<file path="config.mk">
export PLATFORM = sky130hd
export DESIGN_NAME = arpc_top
export DESIGN_NICKNAME = d
export VERILOG_FILES = /design/src/core/arpc_pkg.sv /design/src/core/arpc_top.sv /design/src/core/arpc_panel_decode.sv
export VERILOG_INCLUDE_DIRS = /design/src /design/src/core
export SDC_FILE = /design/constraint.sdc
export NUM_CORES = 1
export LEC_CHECK = 0
export ABC_AREA = 0
export ABC_CLOCK_PERIOD_IN_PS = 2900
export CAP_MARGIN = 40
export CORE_MARGIN = 4
export CORE_UTILIZATION = 25
export DETAILED_ROUTE_END_ITERATION = 12
export DONT_BUFFER_PORTS = 1
export PLACE_DENSITY = 0.36
export SETUP_SLACK_MARGIN = 0.15
export SLEW_MARGIN = 10
export SYNTH_ARGS = -nofsm -noshare
export SYNTH_HDL_FRONTEND = slang
export SYNTH_SLANG_ARGS = --single-unit
</file>
<file path="constraint.sdc">
create_clock -name clock_in -period 2.9 [get_ports clock_in]
set_input_delay 0.145 -clock clock_in [delete_from_list [all_inputs] [get_ports clock_in]]
set_output_delay 0.145 -clock clock_in [all_outputs]
set_load 0.01 [all_outputs]
</file>
<file path="src/core/arpc_defines.svh">
/*
 holds the register offsets, field positions, reset values and timing counts
 of the reference and pin control block.
 assumes it is included by bare name from files under core/.
*/
`ifndef ARPC_DEFINES_SVH
`define ARPC_DEFINES_SVH

`define ARPC_ADDR_W 4
`define ARPC_DATA_W 16
`define ARPC_OFS_CTRL 4'h0
`define ARPC_OFS_STATUS 4'h1

`define ARPC_BIT_HALF 0
`define ARPC_BIT_GND 1
`define ARPC_BIT_SUPPLY 3
`define ARPC_BIT_PANEL 4
`define ARPC_BIT_REFSUP 8
`define ARPC_BIT_BGLVL 9
`define ARPC_BIT_BUFEN 10
`define ARPC_CTRL_WMASK 16'h071B
`define ARPC_CTRL_RESET 16'h0000

`define ARPC_ST_SRC_LO 0
`define ARPC_ST_AXIS_LO 2
`define ARPC_ST_SETTLE 4
`define ARPC_ST_BUF_WARN 5
`define ARPC_ST_MEAS_WARN 6
`define ARPC_ST_POS_LO 8
`define ARPC_ST_NEG_LO 12

`define ARPC_CLK_PERIOD_NS 25
`define ARPC_BREAK_NS 100
`define ARPC_BREAK_CYCLES ((`ARPC_BREAK_NS + `ARPC_CLK_PERIOD_NS - 1) / `ARPC_CLK_PERIOD_NS)
`define ARPC_CNT_W 8

`endif

</file>
<file path="src/core/arpc_pkg.sv">
/*
 holds the types of the reference and pin control block.
 assumes nothing beyond a SystemVerilog compiler.
*/
package arpc_pkg;
    typedef enum logic [1:0] {
        ARPC_SRC_BG_LOW,
        ARPC_SRC_BG_HIGH,
        ARPC_SRC_SUPPLY,
        ARPC_SRC_PANEL
    } arpc_ref_src_t;

    typedef enum logic [1:0] {
        ARPC_AXIS_NONE,
        ARPC_AXIS_X,
        ARPC_AXIS_Y
    } arpc_axis_t;

    typedef enum logic [0:0] {
        ARPC_ROUTED,
        ARPC_SETTLING
    } arpc_state_t;
endpackage

</file>
<file path="src/core/arpc_top.sv">
/*
 reference and pin control: a software register that steers the converter
 reference routing, channel switches and input halving, with a read-only
 status word. reference changes open all reference switches for a short
 break before the new routing is made.
 assumes a single 40 MHz clock, a synchronous active-high reset and pin
 driver settings delivered by logic on the same clock.
*/
// Local design decisions: the register offsets and the address-and-strobe port.
`include "arpc_defines.svh"

module arpc_top
    import arpc_pkg::*;
#(
    parameter int BREAK_CYCLES = `ARPC_BREAK_CYCLES
) (
    // clock and reset
    input wire logic clock_in,
    input wire logic rst_in,
    // register port
    input wire logic [`ARPC_ADDR_W-1:0] addr_in,
    input wire logic [`ARPC_DATA_W-1:0] wdata_in,
    input wire logic wr_in,
    input wire logic rd_in,
    output logic [`ARPC_DATA_W-1:0] rdata_out,
    // pin driver settings from the output control logic
    input wire logic [3:0] pin_output_enable_in,
    input wire logic [3:0] pin_output_value_in,
    // reference routing
    output arpc_ref_src_t ref_src_out,
    output logic ref_connect_out,
    output logic [3:0] ref_pos_pin_out,
    output logic [3:0] ref_neg_pin_out,
    output logic ref_buffer_enable_out,
    // channel switches
    output logic supply_switch_out,
    output logic ch0_ground_out,
    output logic ch1_divider_out,
    output logic half_sample_out
);
    localparam logic [`ARPC_CNT_W-1:0] BREAK_LOAD = `ARPC_CNT_W'(BREAK_CYCLES - 1);

    function automatic logic field(input logic [`ARPC_DATA_W-1:0] word, input int pos);
        field = word[pos];
    endfunction

    // control register
    logic [`ARPC_DATA_W-1:0] ctrl_reg;
    logic [`ARPC_DATA_W-1:0] ctrl_next;
    // reads return the register word in the next cycle only
    logic [`ARPC_DATA_W-1:0] rdata_reg;
    logic [`ARPC_DATA_W-1:0] rdata_next;
    logic [`ARPC_DATA_W-1:0] status_word;

    // routing state
    arpc_state_t state_reg;
    arpc_state_t state_next;
    logic [`ARPC_CNT_W-1:0] cnt_reg;
    logic [`ARPC_CNT_W-1:0] cnt_next;
    arpc_ref_src_t src_reg;
    arpc_ref_src_t src_next;
    logic [3:0] pos_reg;
    logic [3:0] pos_next;
    logic [3:0] neg_reg;
    logic [3:0] neg_next;
    logic connect_reg;
    logic connect_next;

    // switch outputs
    logic buf_reg;
    logic buf_next;
    logic supply_reg;
    logic supply_next;
    logic gnd_reg;
    logic gnd_next;
    logic half_reg;
    logic half_next;

    // routing target
    arpc_axis_t panel_axis;
    logic [3:0] panel_pos;
    logic [3:0] panel_neg;
    arpc_ref_src_t tgt_src;
    logic [3:0] tgt_pos;
    logic [3:0] tgt_neg;
    logic tgt_differs;
    logic buf_warn;
    logic meas_warn;

    arpc_panel_decode u_panel (
        .pin_output_enable_in(pin_output_enable_in),
        .pin_output_value_in(pin_output_value_in),
        .axis_out(panel_axis),
        .pos_pin_out(panel_pos),
        .neg_pin_out(panel_neg)
    );

    // register access
    always_comb begin
        ctrl_next = ctrl_reg;
        // reserved bits are masked on write so they always read zero
        if (wr_in && addr_in == `ARPC_OFS_CTRL) begin
            ctrl_next = wdata_in & `ARPC_CTRL_WMASK;
        end
        rdata_next = '0;
        if (rd_in) begin
            case (addr_in)
                `ARPC_OFS_CTRL: rdata_next = ctrl_reg;
                `ARPC_OFS_STATUS: rdata_next = status_word;
                default: rdata_next = '0;
            endcase
        end
    end

    always_ff @(posedge clock_in) begin
        if (rst_in) begin
            ctrl_reg <= `ARPC_CTRL_RESET;
            rdata_reg <= '0;
        end else begin
            ctrl_reg <= ctrl_next;
            rdata_reg <= rdata_next;
        end
    end

    // reference target
    always_comb begin
        tgt_src = ARPC_SRC_BG_LOW;
        tgt_pos = 4'h0;
        tgt_neg = 4'h0;
        if (field(ctrl_reg, `ARPC_BIT_PANEL)) begin
            // supply select is not looked at here
            tgt_src = ARPC_SRC_PANEL;
            tgt_pos = panel_pos;
            tgt_neg = panel_neg;
        end else if (field(ctrl_reg, `ARPC_BIT_REFSUP)) begin
            tgt_src = ARPC_SRC_SUPPLY;
        end else if (field(ctrl_reg, `ARPC_BIT_BGLVL)) begin
            tgt_src = ARPC_SRC_BG_HIGH;
        end else begin
            tgt_src = ARPC_SRC_BG_LOW;
        end
        tgt_differs = (tgt_src != src_reg) || (tgt_pos != pos_reg) || (tgt_neg != neg_reg);
        // advisory flags only: hardware does not override software here
        buf_warn = !field(ctrl_reg, `ARPC_BIT_BUFEN)
            && (tgt_src == ARPC_SRC_BG_LOW || tgt_src == ARPC_SRC_BG_HIGH);
        meas_warn = field(ctrl_reg, `ARPC_BIT_SUPPLY)
            && (tgt_src == ARPC_SRC_SUPPLY || !field(ctrl_reg, `ARPC_BIT_HALF));
    end

    // routing state machine: break before make so two sources never short
    always_comb begin
        state_next = state_reg;
        cnt_next = cnt_reg;
        src_next = src_reg;
        pos_next = pos_reg;
        neg_next = neg_reg;
        connect_next = connect_reg;
        case (state_reg)
            ARPC_ROUTED: begin
                if (tgt_differs) begin
                    state_next = ARPC_SETTLING;
                    cnt_next = BREAK_LOAD;
                    connect_next = 1'b0;
                    pos_next = 4'h0;
                    neg_next = 4'h0;
                    src_next = tgt_src;
                end else begin
                    connect_next = 1'b1;
                end
            end
            ARPC_SETTLING: begin
                // a target source that moves during the break restarts the wait
                if (tgt_src != src_reg) begin
                    src_next = tgt_src;
                    cnt_next = BREAK_LOAD;
                end else if (cnt_reg == '0) begin
                    state_next = ARPC_ROUTED;
                    pos_next = tgt_pos;
                    neg_next = tgt_neg;
                    connect_next = 1'b1;
                end else begin
                    cnt_next = cnt_reg - 1'b1;
                end
            end
            default: begin
                state_next = ARPC_SETTLING;
                cnt_next = BREAK_LOAD;
                connect_next = 1'b0;
            end
        endcase
    end

    always_ff @(posedge clock_in) begin
        if (rst_in) begin
            state_reg <= ARPC_SETTLING;
            cnt_reg <= BREAK_LOAD;
            src_reg <= ARPC_SRC_BG_LOW;
            pos_reg <= 4'h0;
            neg_reg <= 4'h0;
            connect_reg <= 1'b0;
        end else begin
            state_reg <= state_next;
            cnt_reg <= cnt_next;
            src_reg <= src_next;
            pos_reg <= pos_next;
            neg_reg <= neg_next;
            connect_reg <= connect_next;
        end
    end

    // channel switches follow the register one cycle later
    always_comb begin
        buf_next = field(ctrl_reg, `ARPC_BIT_BUFEN);
        supply_next = field(ctrl_reg, `ARPC_BIT_SUPPLY);
        gnd_next = field(ctrl_reg, `ARPC_BIT_GND);
        half_next = field(ctrl_reg, `ARPC_BIT_HALF);
    end

    always_ff @(posedge clock_in) begin
        if (rst_in) begin
            buf_reg <= 1'b0;
            supply_reg <= 1'b0;
            gnd_reg <= 1'b0;
            half_reg <= 1'b0;
        end else begin
            buf_reg <= buf_next;
            supply_reg <= supply_next;
            gnd_reg <= gnd_next;
            half_reg <= half_next;
        end
    end

    // status word
    always_comb begin
        status_word = '0;
        status_word[`ARPC_ST_SRC_LO +: 2] = src_reg;
        status_word[`ARPC_ST_AXIS_LO +: 2] = panel_axis;
        status_word[`ARPC_ST_SETTLE] = (state_reg == ARPC_SETTLING);
        status_word[`ARPC_ST_BUF_WARN] = buf_warn;
        status_word[`ARPC_ST_MEAS_WARN] = meas_warn;
        status_word[`ARPC_ST_POS_LO +: 4] = pos_reg;
        status_word[`ARPC_ST_NEG_LO +: 4] = neg_reg;
    end

    assign rdata_out = rdata_reg;
    assign ref_src_out = src_reg;
    assign ref_connect_out = connect_reg;
    assign ref_pos_pin_out = pos_reg;
    assign ref_neg_pin_out = neg_reg;
    assign ref_buffer_enable_out = buf_reg;
    assign supply_switch_out = supply_reg;
    // the divider on channel 1 is switched together with the channel 0 ground
    assign ch0_ground_out = gnd_reg;
    assign ch1_divider_out = gnd_reg;
    assign half_sample_out = half_reg;
endmodule

</file>
<file path="src/core/arpc_panel_decode.sv">
/*
 combinational decode of the pin driver settings into the measured panel
 axis and the pins that carry the reference terminals.
 assumes pin enables and values come from logic on the same clock.
*/
`include "arpc_defines.svh"

module arpc_panel_decode
    import arpc_pkg::*;
(
    // pin driver settings
    input wire logic [3:0] pin_output_enable_in,
    input wire logic [3:0] pin_output_value_in,
    // decoded routing
    output arpc_axis_t axis_out,
    output logic [3:0] pos_pin_out,
    output logic [3:0] neg_pin_out
);
    // a pair drives the panel when both pins are outputs at opposite levels
    function automatic logic pair_driven(input logic [1:0] oe, input logic [1:0] val);
        pair_driven = oe[0] & oe[1] & (val[0] ^ val[1]);
    endfunction

    logic x_drive;
    logic y_drive;

    always_comb begin
        x_drive = pair_driven(pin_output_enable_in[1:0], pin_output_value_in[1:0]);
        y_drive = pair_driven(pin_output_enable_in[3:2], pin_output_value_in[3:2]);
        axis_out = ARPC_AXIS_NONE;
        pos_pin_out = 4'h0;
        neg_pin_out = 4'h0;
        // both pairs driven is ambiguous: leave the terminals open
        if (x_drive && !y_drive) begin
            axis_out = ARPC_AXIS_X;
            pos_pin_out = {2'b00, pin_output_value_in[1:0]};
            neg_pin_out = {2'b00, ~pin_output_value_in[1:0]};
        end else if (y_drive && !x_drive) begin
            axis_out = ARPC_AXIS_Y;
            pos_pin_out = {pin_output_value_in[3:2], 2'b00};
            neg_pin_out = {~pin_output_value_in[3:2], 2'b00};
        end
    end
endmodule

</file>
==> impl_metrics.json <==
{
  "critPathArrivalTime_ps": 2670,
  "core_area_um2": 8260,
  "seq_power_share_pct": 51.2,
  "drt_first_iter_violations": 47,
  "synth_commonest_cells": "dfxtp_1, nor2_1, mux2i_1",
  "fin_tns_setup_ps": 0,
  "irDropWorstVdd_mv": 0.239,
  "period_needed_ps": 2450,
  "layout.nets": 276,
  "power_switching_uw": 320,
  "setup_ws_ps": 449,
  "drive_above_1_share_pct": 12.3,
  "grt_pass1_vias": 1655,
  "vias": 1680,
  "syn_inst": 227,
  "gp_congestion": 0.724,
  "yosysTopAreaCell": "dfxtp_1",
  "clock_latency_ps": 300,
  "synth_area_leaders": "dfxtp_1, nor2_1, mux2i_1, a211oi_2, nand2b_1",
  "syn_area_per_cell_um2": 9.35,
  "die_w_um": 100,
  "die_height_um": 100,
  "cts_setup_buffers": 0,
  "rsz0062_at_grt": "no",
  "power_mw": 1.29,
  "synth.most_common_cell": "dfxtp_1",
  "antenna_found_initial": 0,
  "grt_max_degree": 32,
  "pwr-share-clk_pct": 38.3,
  "die-area_um2": 10000,
  "critPathKind": "flip-flop to flip-flop",
  "max_cap_viol_count": 0,
  "cts_buffers": 5,
  "diodes": 0,
  "route.detailed.drc": 0,
  "wl_per_cell_um": 16.3,
  "p_comb_share_pct": 10.5,
  "grt_pass1_wl_um": 9210,
  "setup_viol": 0,
  "hold_path_class": "input pin to flip-flop",
  "fin_skew_ps": 7.42,
  "grt-ovfl-total": 0,
  "synth_ff_type": "dfxtp_1",
  "core.rowCount": 33,
  "synth_fp_nets": 261,
  "port_buffers": 0,
  "synth_edf_count": 0,
  "max_slew_margin_pct": 60.8,
  "clockBufferDepth": 2,
  "cts_max_level": 2,
  "slowest_stage": "or4b_1",
  "async_flop_share_pct": 0,
  "leakage_nw": 0.937,
  "pre_cts_ws_ps": 361,
  "cp_slowest_stage_delay_ps": 480,
  "ys_ff_latch": 46,
  "yosysUniqueCellTypes": 54,
  "synth_top_area_share_pct": 43.4,
  "power_density_nw_per_um2": 517,
  "yosysSeqAreaShare_pct": 43.4,
  "synth_warnings": 0,
  "worst_pin_slew_ps": 586,
  "swShare_pct": 24.9,
  "clk_pin_slew_ps": 90,
  "cp.required_ps": 3120,
  "worstPathCellList": "or4b_1, a21boi_1, o32ai_1, a2111oi_4, nand3_4, buf_4, a211oi_1",
  "crit_fanout": 11,
  "startpoint_type": "flip-flop",
  "dr.pass1.iters": 4,
  "internal_power_uw": 965,
  "clkSinkCount": 46,
  "ant_nets": 0,
  "viasPerCell": 4.83,
  "largest_register_ff_count": 15,
  "netlist_area_um2": 2120,
  "cts_tree": "yes",
  "holdWs_ps": 33.7,
  "cts_root_buf": "clkbuf_8",
  "post-route-period-util_pct": 84.5,
  "hpwlAfterDp_um": 4070,
  "fmax_ghz": 0.408,
  "syn2layout_area_growth_pct": 17.1,
  "outcome": "completed",
  "cp-end-kind": "flip-flop",
  "start_util_pct": 25.7,
  "ios": 64,
  "routed_wl_um": 5660,
  "drv_slew": 0,
  "grt.total_usage_pct": 11.9,
  "hold_viol_final": 0
}
-- metrics by stage --
step | cells | instance area [um^2] | util (%)
final | 348 | 2490 | 30.1
after global routing | 348 | 2490 | 30.1
after CTS | 348 | 2490 | 30.1
after detailed placement | 329 | 2250 | 27.3
after global placement | 329 | 2250 | 27.3
after floorplan | 227 | 2120 | -
-- worst paths after layout --
check | from | end | slack [ps] | depth (start not counted)
max | ref_src_out[1] | ref_neg_pin_out[0] | 450 | 7
min reg2reg | ctrl_reg[3] | rdata_out[6] | 500 | 2
min | addr_in[0] | rdata_out[9] | 30 | 2
max reg2reg | ref_src_out[1] | ref_neg_pin_out[0] | 450 | 7
-- critical path: cells and delay by family, from the launching register on --
| family | cells | cell delay (ps) |
|---|---|---|
| DFF | 1 | 390 |
| AOI/OAI and AO/OA | 4 | 1050 |
| and+or+nand+nor | 2 | 710 |
| buffers and inverters | 1 | 220 |
-- timing repair --
item                                   CTS  global route
resized for setup                        0             0
endpoints found under the hold margin   42             0
hold buffers                            11             0
-- final cells by class --
type / count / area (um^2)
Tap cell: 105 / 131
Fill cell: 885 / 5770
Clock inverter: 3 / 43.8
Timing Repair Buffer: 18 / 173
Multi-Input combinational cell: 165 / 1130
Sequential cell: 46 / 921
Clock buffer: 5 / 68.8
Inverter: 6 / 22.5
-- power groups by stage --
stage               sequential, mW  combinational (mW)  clock (mW)
floorplan                    0.668              0.0971           0
global placement             0.673               0.111           0
detailed placement           0.673               0.112           0
CTS                          0.658               0.137       0.518
global route                 0.661               0.150       0.542
finish                       0.658               0.135       0.493
-- logic make-up after synthesis --
logic type	after synthesis	synth area share (%)
adder cells (fa/ha/maj)	2	1.18
other	1	0.177
buffers and inverters	16	3.54
multiplexers	15	7.07
flip-flops	46	43.4
AO/OA/AOI/OAI	46	18.9
XOR/XNOR	4	2.00
AND/OR/NAND/NOR	97	23.7
-- per-layer routing --
layer / vias to the layer above / global-route usage, % / wire length (um)
met5: - / 0 / 0
met4: 0 / 3.42 / 68
met3: 6 / 3.61 / 338
met2: 40 / 19.6 / 2700
met1: 792 / 15.1 / 2560
li1: 842 / - / -
-- cell usage in the layout (no fill, tap or decap), types with 2 or more instances in the layout --
cell type	instances
xnor2_1	3
o32ai_1	4
nand3_1	2
inv_1	6
nor3_1	7
and3_1	5
nand2_1	10
clkbuf_8	5
o21ai_0	4
o211ai_1	3
dfxtp_1	46
and2_1	4
nor2b_1	4
nand2b_1	7
mux2i_1	15
a311oi_1	2
o21ai_1	2
ha_1	2
a21oi_1	4
buf_4	7
dlygate4sd3_1	10
a211oi_2	6
nor4_1	5
a21o_1	3
a31oi_1	3
nor2_1	42
nand3b_1	2
No activity file was read; power rests on OpenSTA's default activity.
